$ cat src/rtl/fsr_pkg.sv
// Package with status register constants, opcodes and timing for the flash status block.
package fsr_pkg;
  // ==========================================================================
  // Opcodes
  localparam logic [7:0] OP_WRITE_LATCH_SET_CMD_SET = 8'h06;
  localparam logic [7:0] OP_WL_CLEAR = 8'h04;
  localparam logic [7:0] OP_VOL_EN = 8'h50;
  localparam logic [7:0] OP_SR1_WRITE = 8'h01;
  localparam logic [7:0] OP_SR2_WRITE = 8'h31;
  localparam logic [7:0] OP_SR1_READ = 8'h05;
  localparam logic [7:0] OP_SR2_READ_A = 8'h09;
  localparam logic [7:0] OP_SR2_READ_B = 8'h35;
  localparam logic [7:0] OP_QUAD_ENTER = 8'h38;
  localparam logic [7:0] OP_QUAD_EXIT = 8'hFF;
  localparam logic [7:0] OP_PAGE_WR = 8'h02;
  localparam logic [7:0] OP_QPAGE_WR = 8'h32;
  localparam logic [7:0] OP_SMALL_WIPE = 8'h20;
  localparam logic [7:0] OP_HALF_WIPE = 8'h52;
  localparam logic [7:0] OP_LARGE_WIPE = 8'hD8;
  localparam logic [7:0] OP_CHIP_WIPE = 8'hC7;
  localparam logic [7:0] OP_SUSPEND = 8'hB0;
  localparam logic [7:0] OP_RESUME = 8'h30;
  // ==========================================================================
  // Status register 1 fields
  localparam int SR1_BUSY = 0;
  localparam int SR1_WEL = 1;
  localparam int SR1_BG_LO = 2;
  localparam int SR1_TB = 6;
  localparam int SR1_LOCK = 7;
  // Status register 2 fields
  localparam int SR2_QE = 1;
  localparam int SR2_PSUS = 2;
  localparam int SR2_OTP_LO = 3;
  localparam int SR2_CMP = 6;
  localparam int SR2_ESUS = 7;
  // ==========================================================================
  // Reset values of the non-volatile bits
  localparam logic [3:0] RST_BG = 4'h0;
  localparam logic RST_TB = 1'b0;
  localparam logic RST_LOCK = 1'b0;
  localparam logic RST_CMP = 1'b0;
  localparam logic RST_QE = 1'b1;
  localparam logic [2:0] RST_OTP = 3'h0;
  // ==========================================================================
  // Timing of the internal busy cycles
  localparam int CLK_NS = 25;
  localparam int T_SRW_NS = 2000;
  localparam int T_PROG_NS = 4000;
  localparam int T_ERASE_NS = 8000;
  localparam logic [15:0] CYC_SRW = 16'((T_SRW_NS + CLK_NS - 1) / CLK_NS);
  localparam logic [15:0] CYC_PROG = 16'((T_PROG_NS + CLK_NS - 1) / CLK_NS);
  localparam logic [15:0] CYC_ERASE = 16'((T_ERASE_NS + CLK_NS - 1) / CLK_NS);
  // ==========================================================================
  // Operation kinds and sequencer states
  typedef enum logic [1:0] {
    OPK_NONE = 2'b00,
    OPK_SRW = 2'b01,
    OPK_PROG = 2'b10,
    OPK_ERASE = 2'b11
  } fsr_op_type;
  typedef enum logic [1:0] {
    ST_IDLE = 2'b00,
    ST_RUN = 2'b01,
    ST_SUSP = 2'b10
  } fsr_state_type;
endpackage

$ cat src/rtl/fsr_link_if.sv
// Interface carrying decoded link events from the serial front end to the register core.
`timescale 1ns/100ps
interface fsr_link_if;
  logic frame_start;
  logic frame_end;
  logic byte_done;
  logic [7:0] rx_byte;
  logic [3:0] bit_cnt;
  logic quad;
  logic sclk_fall;
  modport front (output frame_start, frame_end, byte_done, rx_byte, bit_cnt, sclk_fall,
                 input quad);
  modport core (input frame_start, frame_end, byte_done, rx_byte, bit_cnt, sclk_fall,
                output quad);
endinterface

$ cat src/rtl/fsr_front.sv
// Serial front end: synchronises the link pins and assembles incoming bytes.
`timescale 1ns/100ps
module fsr_front
  import fsr_pkg::*;
(
  // Clock and reset
  input wire logic ref_clk,
  input wire logic nrst,
  // Link pins
  input wire logic sclk,
  input wire logic cs_n,
  input wire logic [3:0] dq_in,
  // Core side
  fsr_link_if.front lnk
);
  // ==========================================================================
  // Synchronisers
  logic [5:0] s1_q, s2_q, s1_d, s2_d;
  logic sclk_old_q, cs_old_q, sclk_old_d, cs_old_d;
  logic [7:0] sh_q, sh_d;
  logic [3:0] cnt_q, cnt_d;
  logic rise, act;
  always_comb begin
    s1_d = {dq_in, cs_n, sclk};
    s2_d = s1_q;
    sclk_old_d = s2_q[0];
    cs_old_d = s2_q[1];
    rise = s2_q[0] & ~sclk_old_q & ~s2_q[1];
    act = ~s2_q[1];
    sh_d = sh_q;
    cnt_d = cnt_q;
    if (!act) begin
      cnt_d = 4'h0;
    end else if (rise) begin
      if (lnk.quad) begin
        sh_d = {sh_q[3:0], s2_q[5:2]};
        cnt_d = (cnt_q == 4'h4) ? 4'h0 : 4'h4;
      end else begin
        sh_d = {sh_q[6:0], s2_q[2]};
        cnt_d = (cnt_q == 4'h7) ? 4'h0 : cnt_q + 4'h1;
      end
    end
  end
  always_ff @(posedge ref_clk or negedge nrst) begin
    if (!nrst) begin
      s1_q <= 6'h03;
      s2_q <= 6'h03;
      sclk_old_q <= 1'b1;
      cs_old_q <= 1'b1;
      sh_q <= 8'h00;
      cnt_q <= 4'h0;
    end else begin
      s1_q <= s1_d;
      s2_q <= s2_d;
      sclk_old_q <= sclk_old_d;
      cs_old_q <= cs_old_d;
      sh_q <= sh_d;
      cnt_q <= cnt_d;
    end
  end
  assign lnk.frame_start = cs_old_q & ~s2_q[1];
  assign lnk.frame_end = ~cs_old_q & s2_q[1];
  assign lnk.byte_done = rise & (lnk.quad ? (cnt_q == 4'h4) : (cnt_q == 4'h7));
  assign lnk.rx_byte = lnk.quad ? {sh_q[3:0], s2_q[5:2]} : {sh_q[6:0], s2_q[2]};
  assign lnk.bit_cnt = cnt_q;
  assign lnk.sclk_fall = ~s2_q[0] & sclk_old_q & act;
endmodule

$ cat src/rtl/fsr_top.sv
// Status and protection register logic of a serial flash, driven from the serial link.
`timescale 1ns/100ps
module fsr_top
  import fsr_pkg::*;
(
  // Clock and reset
  input wire logic ref_clk,
  input wire logic nrst,
  // Serial link
  input wire logic sclk,
  input wire logic cs_n,
  input wire logic [3:0] dq_in,
  output logic [3:0] dq_out,
  output logic [3:0] dq_oe,
  // Protect pin, control function
  input wire logic protect_pin_n,
  // Status
  output logic four_lane_enable,
  output logic protect_pins_are_data,
  output logic array_protected
);
  fsr_link_if lnk ();
  fsr_front u_front (
    .ref_clk(ref_clk),
    .nrst(nrst),
    .sclk(sclk),
    .cs_n(cs_n),
    .dq_in(dq_in),
    .lnk(lnk)
  );
  // ==========================================================================
  // State
  logic [1:0] wp_sync_q, wp_sync_d;
  logic [3:0] bg_v_q, bg_v_d;
  logic tb_v_q, tb_v_d;
  logic lock_v_q, lock_v_d;
  logic cmp_q, cmp_d, qe_q, qe_d;
  logic [2:0] otp_q, otp_d;
  logic wel_q, wel_d, vol_q, vol_d, quad_q, quad_d;
  logic [7:0] opc_q, opc_d, wdat1_q, wdat1_d, wdat2_q, wdat2_d;
  logic [1:0] nbytes_q, nbytes_d;
  logic [7:0] tx_q, tx_d;
  logic [3:0] dqo_q, dqo_d, oe_q, oe_d;
  logic [15:0] tmr_q, tmr_d;
  fsr_state_type st_q, st_d;
  fsr_op_type op_q, op_d, susop_q, susop_d;
  logic [15:0] sus_tmr_q, sus_tmr_d;
  logic prot_q, prot_d;
  logic [7:0] sr1, sr2;
  logic busy, hpm, any_prot;
  always_comb begin
    hpm = lock_v_q & ~wp_sync_q[1] & ~qe_q;
    busy = (st_q == ST_RUN);
    any_prot = (bg_v_q != 4'h0) | cmp_q;
    sr1 = 8'h00;
    sr1[SR1_BUSY] = busy;
    sr1[SR1_WEL] = wel_q;
    sr1[SR1_BG_LO +: 4] = bg_v_q;
    sr1[SR1_TB] = tb_v_q;
    sr1[SR1_LOCK] = lock_v_q;
    sr2 = 8'h00;
    sr2[SR2_ESUS] = (st_q == ST_SUSP) & (susop_q == OPK_ERASE);
    sr2[SR2_PSUS] = (st_q == ST_SUSP) & (susop_q == OPK_PROG);
    sr2[SR2_CMP] = cmp_q;
    sr2[SR2_OTP_LO +: 3] = otp_q;
    sr2[SR2_QE] = qe_q;
  end
  assign lnk.quad = quad_q;
  // ==========================================================================
  // Command decode and register updates
  always_comb begin
    wp_sync_d = {wp_sync_q[0], protect_pin_n};
    bg_v_d = bg_v_q;
    tb_v_d = tb_v_q;
    lock_v_d = lock_v_q;
    cmp_d = cmp_q;
    qe_d = qe_q;
    otp_d = otp_q;
    wel_d = wel_q;
    vol_d = vol_q;
    quad_d = quad_q;
    opc_d = opc_q;
    wdat1_d = wdat1_q;
    wdat2_d = wdat2_q;
    nbytes_d = nbytes_q;
    tx_d = tx_q;
    dqo_d = dqo_q;
    oe_d = oe_q;
    tmr_d = tmr_q;
    st_d = st_q;
    op_d = op_q;
    susop_d = susop_q;
    sus_tmr_d = sus_tmr_q;
    prot_d = any_prot;
    if (lnk.frame_start || lnk.frame_end) begin
      opc_d = 8'h00;
      nbytes_d = 2'd0;
    end
    if (lnk.byte_done) begin
      if (opc_q == 8'h00 && nbytes_q == 2'd0) begin
        opc_d = lnk.rx_byte;
        nbytes_d = 2'd1;
        if (lnk.rx_byte == OP_SR1_READ) begin
          tx_d = sr1;
        end else if (lnk.rx_byte == OP_SR2_READ_A || lnk.rx_byte == OP_SR2_READ_B) begin
          tx_d = sr2;
        end
      end else begin
        if (nbytes_q == 2'd1) begin
          wdat1_d = lnk.rx_byte;
        end else if (nbytes_q == 2'd2) begin
          wdat2_d = lnk.rx_byte;
        end
        nbytes_d = (nbytes_q == 2'd3) ? nbytes_q : nbytes_q + 2'd1;
        if (opc_q == OP_SR1_READ) begin
          tx_d = sr1;
        end else if (opc_q == OP_SR2_READ_A || opc_q == OP_SR2_READ_B) begin
          tx_d = sr2;
        end
      end
    end
    oe_d = 4'h0;
    if (!cs_n_active_read()) begin
      dqo_d = 4'h0;
    end else if (lnk.sclk_fall) begin
      dqo_d = quad_q ? (lnk.bit_cnt[2] ? tx_q[3:0] : tx_q[7:4])
                     : {2'b00, tx_q[3'd7 - lnk.bit_cnt[2:0]], 1'b0};
    end
    if (cs_n_active_read() && (lnk.sclk_fall || oe_q != 4'h0)) begin
      oe_d = quad_q ? 4'hF : 4'h2;
    end
    if (lnk.frame_end) begin
      if (!busy) begin
        case (opc_q)
          OP_WRITE_LATCH_SET_CMD_SET: begin
            wel_d = 1'b1;
          end
          OP_WL_CLEAR: begin
            wel_d = 1'b0;
          end
          OP_VOL_EN: begin
            vol_d = 1'b1;
          end
          OP_QUAD_ENTER: begin
            quad_d = qe_q;
          end
          OP_QUAD_EXIT: begin
            quad_d = 1'b0;
          end
          OP_SR1_WRITE: begin
            if (!hpm && nbytes_q >= 2'd2 && (wel_q || vol_q)) begin
              bg_v_d = wdat1_q[SR1_BG_LO +: 4];
              tb_v_d = wdat1_q[SR1_TB];
              lock_v_d = wdat1_q[SR1_LOCK];
              if (nbytes_q == 2'd3) begin
                cmp_d = wdat2_q[SR2_CMP];
                qe_d = wdat2_q[SR2_QE];
                otp_d = otp_q | wdat2_q[SR2_OTP_LO +: 3];
              end
              if (!vol_q) begin
                st_d = ST_RUN;
                op_d = OPK_SRW;
                tmr_d = CYC_SRW;
              end
            end
          end
          OP_SR2_WRITE: begin
            if (!hpm && nbytes_q >= 2'd2 && wel_q) begin
              cmp_d = wdat1_q[SR2_CMP];
              qe_d = wdat1_q[SR2_QE];
              otp_d = otp_q | wdat1_q[SR2_OTP_LO +: 3];
              st_d = ST_RUN;
              op_d = OPK_SRW;
              tmr_d = CYC_SRW;
            end
          end
          OP_PAGE_WR, OP_QPAGE_WR: begin
            if (wel_q && st_q == ST_IDLE && !(any_prot && bg_v_q != 4'h0)) begin
              st_d = ST_RUN;
              op_d = OPK_PROG;
              tmr_d = CYC_PROG;
            end
          end
          OP_SMALL_WIPE, OP_HALF_WIPE, OP_LARGE_WIPE: begin
            if (wel_q && st_q == ST_IDLE && bg_v_q == 4'h0) begin
              st_d = ST_RUN;
              op_d = OPK_ERASE;
              tmr_d = CYC_ERASE;
            end
          end
          OP_CHIP_WIPE: begin
            if (wel_q && st_q == ST_IDLE && !any_prot && otp_q == 3'h0) begin
              st_d = ST_RUN;
              op_d = OPK_ERASE;
              tmr_d = CYC_ERASE;
            end
          end
          OP_RESUME: begin
            if (st_q == ST_SUSP) begin
              st_d = ST_RUN;
              op_d = susop_q;
              tmr_d = sus_tmr_q;
            end
          end
          default: begin
          end
        endcase
        if (opc_q != OP_VOL_EN && opc_q != 8'h00) begin
          vol_d = 1'b0;
        end
      end else if (opc_q == OP_SUSPEND && op_q != OPK_SRW) begin
        st_d = ST_SUSP;
        susop_d = op_q;
        sus_tmr_d = tmr_q;
        op_d = OPK_NONE;
      end
    end
    if (st_q == ST_RUN) begin
      if (tmr_q <= 16'h0001) begin
        st_d = ST_IDLE;
        op_d = OPK_NONE;
        wel_d = 1'b0;
      end else begin
        tmr_d = tmr_q - 16'h0001;
      end
    end
  end
  function automatic logic cs_n_active_read();
    cs_n_active_read = (opc_q == OP_SR1_READ || opc_q == OP_SR2_READ_A
                        || opc_q == OP_SR2_READ_B) && !lnk.frame_end && !lnk.frame_start
                        && nbytes_q != 2'd0;
  endfunction
  always_ff @(posedge ref_clk or negedge nrst) begin
    if (!nrst) begin
      wp_sync_q <= 2'b11;
      bg_v_q <= RST_BG;
      tb_v_q <= RST_TB;
      lock_v_q <= RST_LOCK;
      cmp_q <= RST_CMP;
      qe_q <= RST_QE;
      otp_q <= RST_OTP;
      wel_q <= 1'b0;
      vol_q <= 1'b0;
      quad_q <= 1'b0;
      opc_q <= 8'h00;
      wdat1_q <= 8'h00;
      wdat2_q <= 8'h00;
      nbytes_q <= 2'd0;
      tx_q <= 8'h00;
      dqo_q <= 4'h0;
      oe_q <= 4'h0;
      tmr_q <= 16'h0000;
      st_q <= ST_IDLE;
      op_q <= OPK_NONE;
      susop_q <= OPK_NONE;
      sus_tmr_q <= 16'h0000;
      prot_q <= 1'b0;
    end else begin
      wp_sync_q <= wp_sync_d;
      bg_v_q <= bg_v_d;
      tb_v_q <= tb_v_d;
      lock_v_q <= lock_v_d;
      cmp_q <= cmp_d;
      qe_q <= qe_d;
      otp_q <= otp_d;
      wel_q <= wel_d;
      vol_q <= vol_d;
      quad_q <= quad_d;
      opc_q <= opc_d;
      wdat1_q <= wdat1_d;
      wdat2_q <= wdat2_d;
      nbytes_q <= nbytes_d;
      tx_q <= tx_d;
      dqo_q <= dqo_d;
      oe_q <= oe_d;
      tmr_q <= tmr_d;
      st_q <= st_d;
      op_q <= op_d;
      susop_q <= susop_d;
      sus_tmr_q <= sus_tmr_d;
      prot_q <= prot_d;
    end
  end
  assign dq_out = dqo_q;
  assign dq_oe = oe_q;
  assign four_lane_enable = qe_q;
  assign protect_pins_are_data = qe_q;
  assign array_protected = prot_q;
endmodule

$ cat config.mk
export PLATFORM = sky130hd
export DESIGN_NAME = fsr_top
export DESIGN_NICKNAME = d
export VERILOG_FILES = /design/src/rtl/fsr_pkg.sv /design/src/rtl/fsr_link_if.sv /design/src/rtl/fsr_front.sv /design/src/rtl/fsr_top.sv
export SDC_FILE = /design/constraint.sdc
export NUM_CORES = 1
export LEC_CHECK = 0
export BUFFER_PORTS_ARGS = -buffer_cell sky130_fd_sc_hd__buf_4
export CAP_MARGIN = 10
export CORE_ASPECT_RATIO = 1.4
export CORE_UTILIZATION = 44
export CTS_BUF_LIST = sky130_fd_sc_hd__clkbuf_2 sky130_fd_sc_hd__clkbuf_4 sky130_fd_sc_hd__clkbuf_8
export CTS_CLUSTER_SIZE = 24
export DETAILED_ROUTE_END_ITERATION = 6
export SYNTH_ARGS = -nofsm -noshare
export SYNTH_HDL_FRONTEND = slang
export SYNTH_HIERARCHICAL = 1
export SYNTH_SLANG_ARGS = --single-unit
$ cat constraint.sdc
create_clock -name ref_clk -period 2.9 [get_ports ref_clk]
set_input_delay 0.58 -clock ref_clk [delete_from_list [all_inputs] [get_ports ref_clk]]
set_output_delay 0.58 -clock ref_clk [all_outputs]
set_load 0.03 [all_outputs]
Word level (Yosys, flattened, before mapping)
Cells that the tools add are included.
Word-level totals
  register bits: 121
  latch bits: 0
  RAM bits: 0
  bits in read-only memories: 0
  output and inout bits: 11
  memories: 0
Cells by class
  $add $sub $neg: 4
  multipliers: 0
  div/mod/pow operators: 0
  order comparisons: 3
  equality and inequality tests: 38
  shift operators: 0
  mux-type cells: 85
  bitwise logic cells: 23
  reductions and logical operators: 55
Operators by type and width (count)
  $mux 16: 11
  $pmux 16 s6: 1
  $mux 8: 9
  $eq 8x6->1 const B: 7
  $mux 2: 28
  $mux 4: 10
  $eq 8x3->1 const B: 4
  $eq 8x8->1 const B: 4
  $pmux 2 s6: 2
  $eq 8x4->1 const B: 2
  $eq 8x7->1 const B: 2
  $le 16x1->1 const B: 1
  $logic_and 1x1->1: 16
  $sub 16x1->16 const B: 1
  $reduce_and 3->1: 5
  $mux 1: 14
  $mux 3: 4
  $reduce_bool 2->1: 6
  $and 1x1->1: 11
  $eq 2x2->1 const B: 5
  $not 1->1: 9
  $eq 4x3->1 const B: 2
  $eq 8x1->1 const B: 1
  $eq 8x2->1 const B: 1
  other kinds (30): 52

Longest topological paths before layout
Gate-level depths: netlist (run 1).
  depth after elaboration: 12
  mapped depth: 10

Cells and area by module
The synthesis (run 1) kept the hierarchy.
By module, submodules not included
  fsr_top: instances 1, cells each 479, area an instance 5032.3 µm²
  fsr_front: instances 1, cells each 73, area an instance 1023.5 µm²

Worst setup path before layout (run 1)
OpenSTA, ideal clock, no wires.
  path type: register to register
  start point: register u_front.s2_q[1]
  end point: register bg_v_q[0]
  arrival time: 2.451 ns
  required time: 2.775 ns
  path slack: 0.324 ns
  stages on the path, launching flop included: 8
  buffers on the path: 2
  period minus slack after synthesis: 2.576 ns
  cell sequence: dfstp_2 > clkbuf_1 > nor2b_1 > and2_1 > clkbuf_1 > nand2_1 > nor4_2 > mux2_2
Between the ends
  longest elaborated chain between the ends: 2
RTL lines
  start, declared: line fsr_front.sv:18  | logic [5:0] s1_q, s2_q, s1_d, s2_d;
  start signal, assigned: line fsr_front.sv:47  | s2_q <= 6'h03;
  start signal, assigned: line fsr_front.sv:54  | s2_q <= s2_d;
  $and 1x1->1: line fsr_front.sv:62  | assign lnk.frame_end = ~cs_old_q & s2_q[1];
  net lnk.frame_end: line fsr_link_if.sv:5  | logic frame_end;
  $reduce_and 4->1 (no line)
  end signal, assigned: line fsr_top.sv:260  | bg_v_q <= bg_v_d;
  end, declared: line fsr_top.sv:34  | logic [3:0] bg_v_q, bg_v_d;
The timed path passes the listed nets, and every way through them passes these cells.
A chain may end at the register's enable or synchronous reset.

Worst setup path in the final report (run 1)
  start point: register u_front.s2_q[1]
  end point: register sus_tmr_q[7]
Between the ends
  longest elaborated chain between the ends: 2
RTL lines
  $and 1x1->1: line fsr_front.sv:62
  net lnk.frame_end: line fsr_link_if.sv:5
  $reduce_and 3->1 (no line)
  end signal, assigned: line fsr_top.sv:280  | sus_tmr_q <= sus_tmr_d;
  end, declared: line fsr_top.sv:47  | logic [15:0] sus_tmr_q, sus_tmr_d;
The timed path passes the listed nets, and every way through them passes these cells.

==> flow_summary_export.csv, run 1 <==
group,metric,value,unit
global_route,grt_pass1_vias,4629,
floorplan,dieArea,14200,µm²
detailed_routing,wl,14300,µm
pwr,ir_worst_vdd,0.000423,V
sta,finalMaxSlewViolations,0,
sta,finalCriticalPeriod,2690,ps
critical_path,critPathLaunchType,"flip-flop",
detailed_routing,routedWlPerCell,18.4,µm
sta,rsz0062_at_grt,"false",
cts,cts_max_path_buffers,2,
sta,timing_hold_violations_final,0,
min_path,hold_class,"in2async",
global_route,grt_max_degree,80,
sta,final.period_utilization,92.9,%
floorplan,core-area,13400,µm²
pwr,powerDensity,546,nW/µm²
cts,clock-sinks,116,
global_route,track_usage,21.5,%
detailed_routing,firstDrtPassIters,5,
critical_path,worstPathCellList,"nor2b_1 > nand4b_1 > a2111oi_2 > buf_4 > nor2b_1 > buf_12 > mux2_2",
detailed_routing,drt_iter0_drc,228,
layout,nets,597,
critical_path,r2r_end,"sus_tmr_q[7]$_DFFE_PN0P_",
layout,drive_gt1_share,28.2,%
synthesis,async_reset_ff_share,100,%
synthesis,ys_types,77,
layout,n_antenna_cell,0,
detailed_routing,drc,0,
synthesis,synth_warnings,6,
synthesis,synth-seq-cells,116,
layout,area_growth,14.3,%
sta,clock_skew,13.2,ps
placed_design,dp_hpwl,10400,µm
global_route,antenna_found_initial,0,
floorplan,dieWidth,101,µm
synthesis,synth_edf_count,0,
layout,fill_cells,1247,
layout,final_common_cell,"dfrtp_1",
floorplan,chipHeight,141,µm
layout,utilization,51.7,%
critical_path,endpoint_kind,"flip-flop",
sta,timing.setup.tns,0,ps
global_route,grt_first_pass_wirelength,23500,µm
synthesis,synth_ff_type,"dfrtp_1",
floorplan,rows,50,
critical_path,slowest_stage,"dfstp_2",
cts,cts_root_buffer,"clkbuf_8",
critical_path,required,3210,ps
sta,max_freq,371,MHz
placed_design,gp_congestion,0.926,
cts,clk_pin_slew,70,ps
cts,htreeDepth,4,
global_route,gr-total-overflow,0,
layout,layout_common_cells,"107 x dfrtp_1, 59 x mux2_2, 41 x buf_4, 36 x nand2_1, 32 x nor2_1",
detailed_routing,via_per_inst,5.85,
cts,cts_tree,"done",
sta,relSlewSlack,38.6,%
pwr,p_leak,0.00301,µW
detailed_routing,num_vias,4532,
synthesis,ys_seq_area_share,48.1,%
flow_run,drv_cap,0,
critical_path,worstReg2RegStart,"u_front/s2_q[1]$_DFF_PN1_",
detailed_routing,detail-route-antenna-nets,0,
synthesis,syn_avg_cell_area,11.0,µm²
critical_path,cp_max_fo,19,
synthesis,synth.cell_area,6060,µm²
placed_design,portBuffers,19,
critical_path,r2r_setup_slack,210,ps
sta,setup_viol,0,
critical_path,critPathMaxStageDelay,540,ps
cts,cts_setup_buffers,0,
outcome,status,"finished clean",
cts,cts-buffers-inserted,17,
floorplan,ios,20,
critical_path,crit_arrival,3000,ps
synthesis,syn_nets,569,
critical_path,path_common_cell,"nor2b_1",
sta,tightest_slew,918,ps
critical_path,path_class,"reg2reg",
floorplan,start_util,45.2,%
critical_path,worstRegToRegCells,7,
cts,clock_latency,430,ps
synthesis,synth_cells,552,
==> worst max-delay path, delay by kind of cell (launching register included) <==
| family | cells | cell delay, ps |
|---|---|---|
| AO/OA/AOI/OAI | 1 | 400 |
| buffers and inverters | 2 | 390 |
| flip-flops | 1 | 540 |
| multiplexers | 1 | 340 |
| AND/OR/NAND/NOR | 3 | 890 |
==> registers in the layout, summed over array words and instances (netlist names), 3 cells and up <==
| name | cells |
|---|---|
| u_front/lnk.bit_cnt | 4 |
| bg_v_q | 4 |
| wdat1_q | 7 |
| tx_q | 8 |
| dq_out | 4 |
| otp_q | 3 |
| wdat2_q | 5 |
| opc_q | 8 |
| sus_tmr_q | 16 |
| u_front/sh_q | 7 |
| tmr_q | 16 |
| u_front/s1_q | 6 |
| u_front/s2_q | 6 |
==> worst max-delay path by stage <==
stage | start | to | slack, ps
final | u_front/s2_q[1]$_DFF_PN1_ | sus_tmr_q[7]$_DFFE_PN0P_ | 210
after global routing | opc_q[2]$_DFF_PN0_ | tmr_q[4]$_DFF_PN0_ | 10
after CTS | u_front/s2_q[1]$_DFF_PN1_ | susop_q[0]$_DFFE_PN0P_ | 120
after detailed placement | u_front/s2_q[1]$_DFF_PN1_ | sus_tmr_q[3]$_DFFE_PN0P_ | 140
after global placement | u_front/s2_q[1]$_DFF_PN1_ | sus_tmr_q[4]$_DFFE_PN0P_ | 90
after floorplan | u_front/s2_q[1]$_DFF_PN1_ | bg_v_q[0]$_DFFE_PN0P_ | 320
==> stage by stage <==
step	instance area (µm²)	std cells	worst slack [ps]	total power [µW]	hold slack [ps]
after floorplan	6060	552	324	1910	284
after global placement	6450	743	93.6	2020	333
after detailed placement	6450	743	138	2030	336
after CTS	6920	775	125	3830	111
after global routing	6920	775	13.7	3930	130
final	6920	775	207	3780	110
==> layer usage <==
metal | part of all wire [%] | global-route usage (%)
met5 | 0 | 0
met4 | 3.2 | 9.84
met3 | 2.5 | 4.12
met2 | 54 | 38.8
met1 | 40 | 24.2
==> repair_timing <==
action	in CTS	in global routing
gates resized for setup	0	1
endpoints found under the setup margin	0	19
hold buffers	0	0
==> synthesized netlist by cell type, types with 8 or more instances <==
library cell | number | area share [%]
a31oi_1 | 11 | 1.1
dfstp_2 | 9 | 3.9
nor4_1 | 12 | 1.2
o22ai_1 | 8 | 0.83
dfrtp_1 | 107 | 44
o21ai_0 | 21 | 1.7
buf_2 | 9 | 0.74
nand2b_1 | 11 | 1.1
clkbuf_1 | 14 | 0.87
a22o_1 | 9 | 1.3
nand3_1 | 11 | 0.91
inv_1 | 10 | 0.62
mux2i_1 | 16 | 2.6
a21oi_1 | 24 | 2.0
nor3_1 | 10 | 0.83
nor2_1 | 32 | 2.0
ha_1 | 8 | 1.7
nand2_1 | 36 | 2.2
mux2_2 | 59 | 11
==> where the power goes <==
group,switching [µW],internal [µW]
sequential,29.2,1670
combinational,175,116
clock,739,1050
total,943,2840
==> final cells by class <==
cell class / count / area, µm² / share of cell area, %
multi-input cells: 392 / 2920 / 42.2
flip-flops and latches: 116 / 2910 / 42.1
repair buffers: 43 / 348 / 5.02
clock inverters: 15 / 238 / 3.43
clock buffers: 17 / 234 / 3.38
well taps: 182 / 228 / 3.29
inverters: 10 / 37.5 / 0.542
==> cells by family (layout without fill, tap and decap cells) <==
group	after synthesis	in the layout	share of synthesized area [%]
buffers and inverters	44	85	3.68
muxes	75	75	13.6
AOI/OAI and AO/OA	127	127	15.1
DFF	116	116	48.1
and+or+nand+nor	175	175	16.8
xor gates and xnor gates	7	7	1.01
adders and majority gates	8	8	1.65
Note: power is estimated with default switching activity, not from simulation.
==> run 2: changes to the inputs <==
Clock period 2.9 ns to 2.3 ns, I/O delays scaled along.
==> flow_summary_export.csv, run 2 (synthesized netlist as in run 1, its figures left out) <==
group,metric,value,unit
critical_path,endpoint_kind,"flip-flop",
critical_path,r2r_end,"tmr_q[6]$_DFF_PN0_",
detailed_routing,detail-route-antenna-nets,0,
placed_design,preCtsSetupSlack,-85.4,ps
critical_path,crit_arrival,2640,ps
layout,final_cell_area,7870,µm²
layout,utilization,58.7,%
floorplan,rows,50,
cts,cts_max_path_buffers,2,
layout,final_common_cell,"buf_4",
placed_design,portBuffers,19,
global_route,top_usage_layer,"met2",
layout,area_growth,29.9,%
critical_path,required,2610,ps
sta,tightest_slew,446,ps
global_route,grt_first_pass_wirelength,25500,µm
cts,clk_pin_slew,80,ps
layout,layout_common_cells,"123 x buf_4, 98 x dfrtp_1, 56 x mux2_2, 35 x nand2_1, 31 x nor2_1",
global_route,grt_util_met2,43.5,%
detailed_routing,firstDrtPassIters,7,
placed_design,dpl_cell_area,7090,µm²
layout,n_antenna_cell,0,
cts,clock-sinks,116,
critical_path,path_class,"reg2reg",
placed_design,gp_congestion,0.907,
layout,largestRegisters,"sus_tmr_q (16), tmr_q (16)",
floorplan,core-area,13400,µm²
sta,rsz0062_at_grt,"true",
detailed_routing,num_vias,4910,
sta,finalMaxSlewViolations,0,
detailed_routing,routedWlPerCell,18.4,µm
placed_design,dp_hpwl,11600,µm
sta,timing_hold_violations_final,0,
critical_path,cp_max_fo,6,
cts,htreeDepth,4,
global_route,grt_pass1_vias,5138,
critical_path,worstReg2RegStart,"tmr_q[14]$_DFF_PN0_",
global_route,use_met1,25.4,%
detailed_routing,wl,15900,µm
min_path,worstHoldStart,"dq_in[3]",
cts,clock_latency,440,ps
critical_path,endpoint,"tmr_q[6]$_DFF_PN0_",
critical_path,critPathLaunchType,"flip-flop",
layout,instances_no_fill,864,
sta,final.period_utilization,101,%
outcome,violations,"negative setup slack",
sta,setup_viol,5,
cts,cts_root_buffer,"clkbuf_8",
critical_path,r2r_setup_slack,-30,ps
critical_path,critPathLaunch,"tmr_q[14]$_DFF_PN0_",
detailed_routing,drc,0,
floorplan,dieWidth,101,µm
floorplan,dieArea,14200,µm²
layout,drive_gt1_share,43.1,%
detailed_routing,drt_iter0_drc,277,
global_route,track_usage,23.6,%
sta,finalCriticalPeriod,2330,ps
pwr,p_total,4740,µW
flow_run,drv_cap,0,
global_route,antenna_found_initial,0,
global_route,grt_max_degree,48,
sta,max_freq,428,MHz
pwr,ir_worst_vdd,0.000544,V
outcome,status,"finished, violations left",
pwr,powerDensity,603,nW/µm²
cts,cts-buffers-inserted,17,
min_path,hold_class,"in2reg",
pwr,p_leak,0.00351,µW
critical_path,worstRegToRegCells,5,
detailed_routing,via_per_inst,5.68,
placed_design,dp_cells,818,
global_route,met3_usage,4.31,%
global_route,gr-total-overflow,0,
layout,nets,686,
sta,clock_skew,12.4,ps
sta,relSlewSlack,70.2,%
floorplan,start_util,45.2,%
cts,cts_tree,"done",
sta,setup_ws,-34.0,ps
floorplan,ios,20,
floorplan,chipHeight,141,µm
run 2: changes by cell type in the layout (fill, tap and decap cells not counted), moves of 4 or more:
cell and change:
inv_6 -7, or4_1 -6, dfrtp_2 +9, buf_4 +82
dfrtp_1 -9, or4b_2 -4, or4_4 +6, or4b_4 +5
run 2: metal layers:
layer | vias to the layer above | share of wire, %
met1 | 2461 | 38
li1 | 2310 | -
met4 | 0 | 3.8
met3 | 44 | 2.5
met5 | - | 0
met2 | 95 | 55
run 2: worst min-delay path by stage:
stage                           endpoint  slack, ps  cells after the start
2_1_floorplan  array_protected$_DFF_PN0_        160                      0
3_3_place_gp   u_front/s2_q[2]$_DFF_PN0_        330                      0
3_5_place_dp   u_front/s2_q[4]$_DFF_PN0_        340                      0
4_1_cts        u_front/s1_q[5]$_DFF_PN0_        110                      1
5_1_grt        u_front/s1_q[4]$_DFF_PN0_        100                      1
6_report       u_front/s1_q[5]$_DFF_PN0_        120                      1
run 2: critical path: stages, from the launching register on:
cell	delay (ps)
dfrtp_1	390
or4_4	550
or4_4	500
o31ai_4	370
nor2_2	70
a221o_1	320
run 2: report_power, final:
group          internal [µW]  switching, µW
clock                   1240            878
combinational            226            244
sequential              2110           41.5
run 2: area by class of cell:
class / count / area, µm²
Fill cell: 1193 / 5520
Sequential cell: 116 / 2930
Multi-Input combinational cell: 392 / 3180
Inverter: 10 / 37.5
Timing Repair Buffer: 132 / 1050
Clock buffer: 20 / 263
Clock inverter: 12 / 180
Tap cell: 182 / 228
run 2: repair_timing:
item	in CTS	in global routing
setup endpoints to repair	48	64
gates resized for setup	12	43
endpoints found under the hold margin	27	0
pin swaps	3	18
setup buffers	3	10
hold buffers	1	0
run 2: per-stage QoR:
stage                     TNS [ps]  hold WS (ps)
final                        -78.2           122
after global routing         -1220           104
after CTS                    -54.9           107
after floorplan              -25.8           164
after detailed placement     -1580           338
after global placement        -285           333
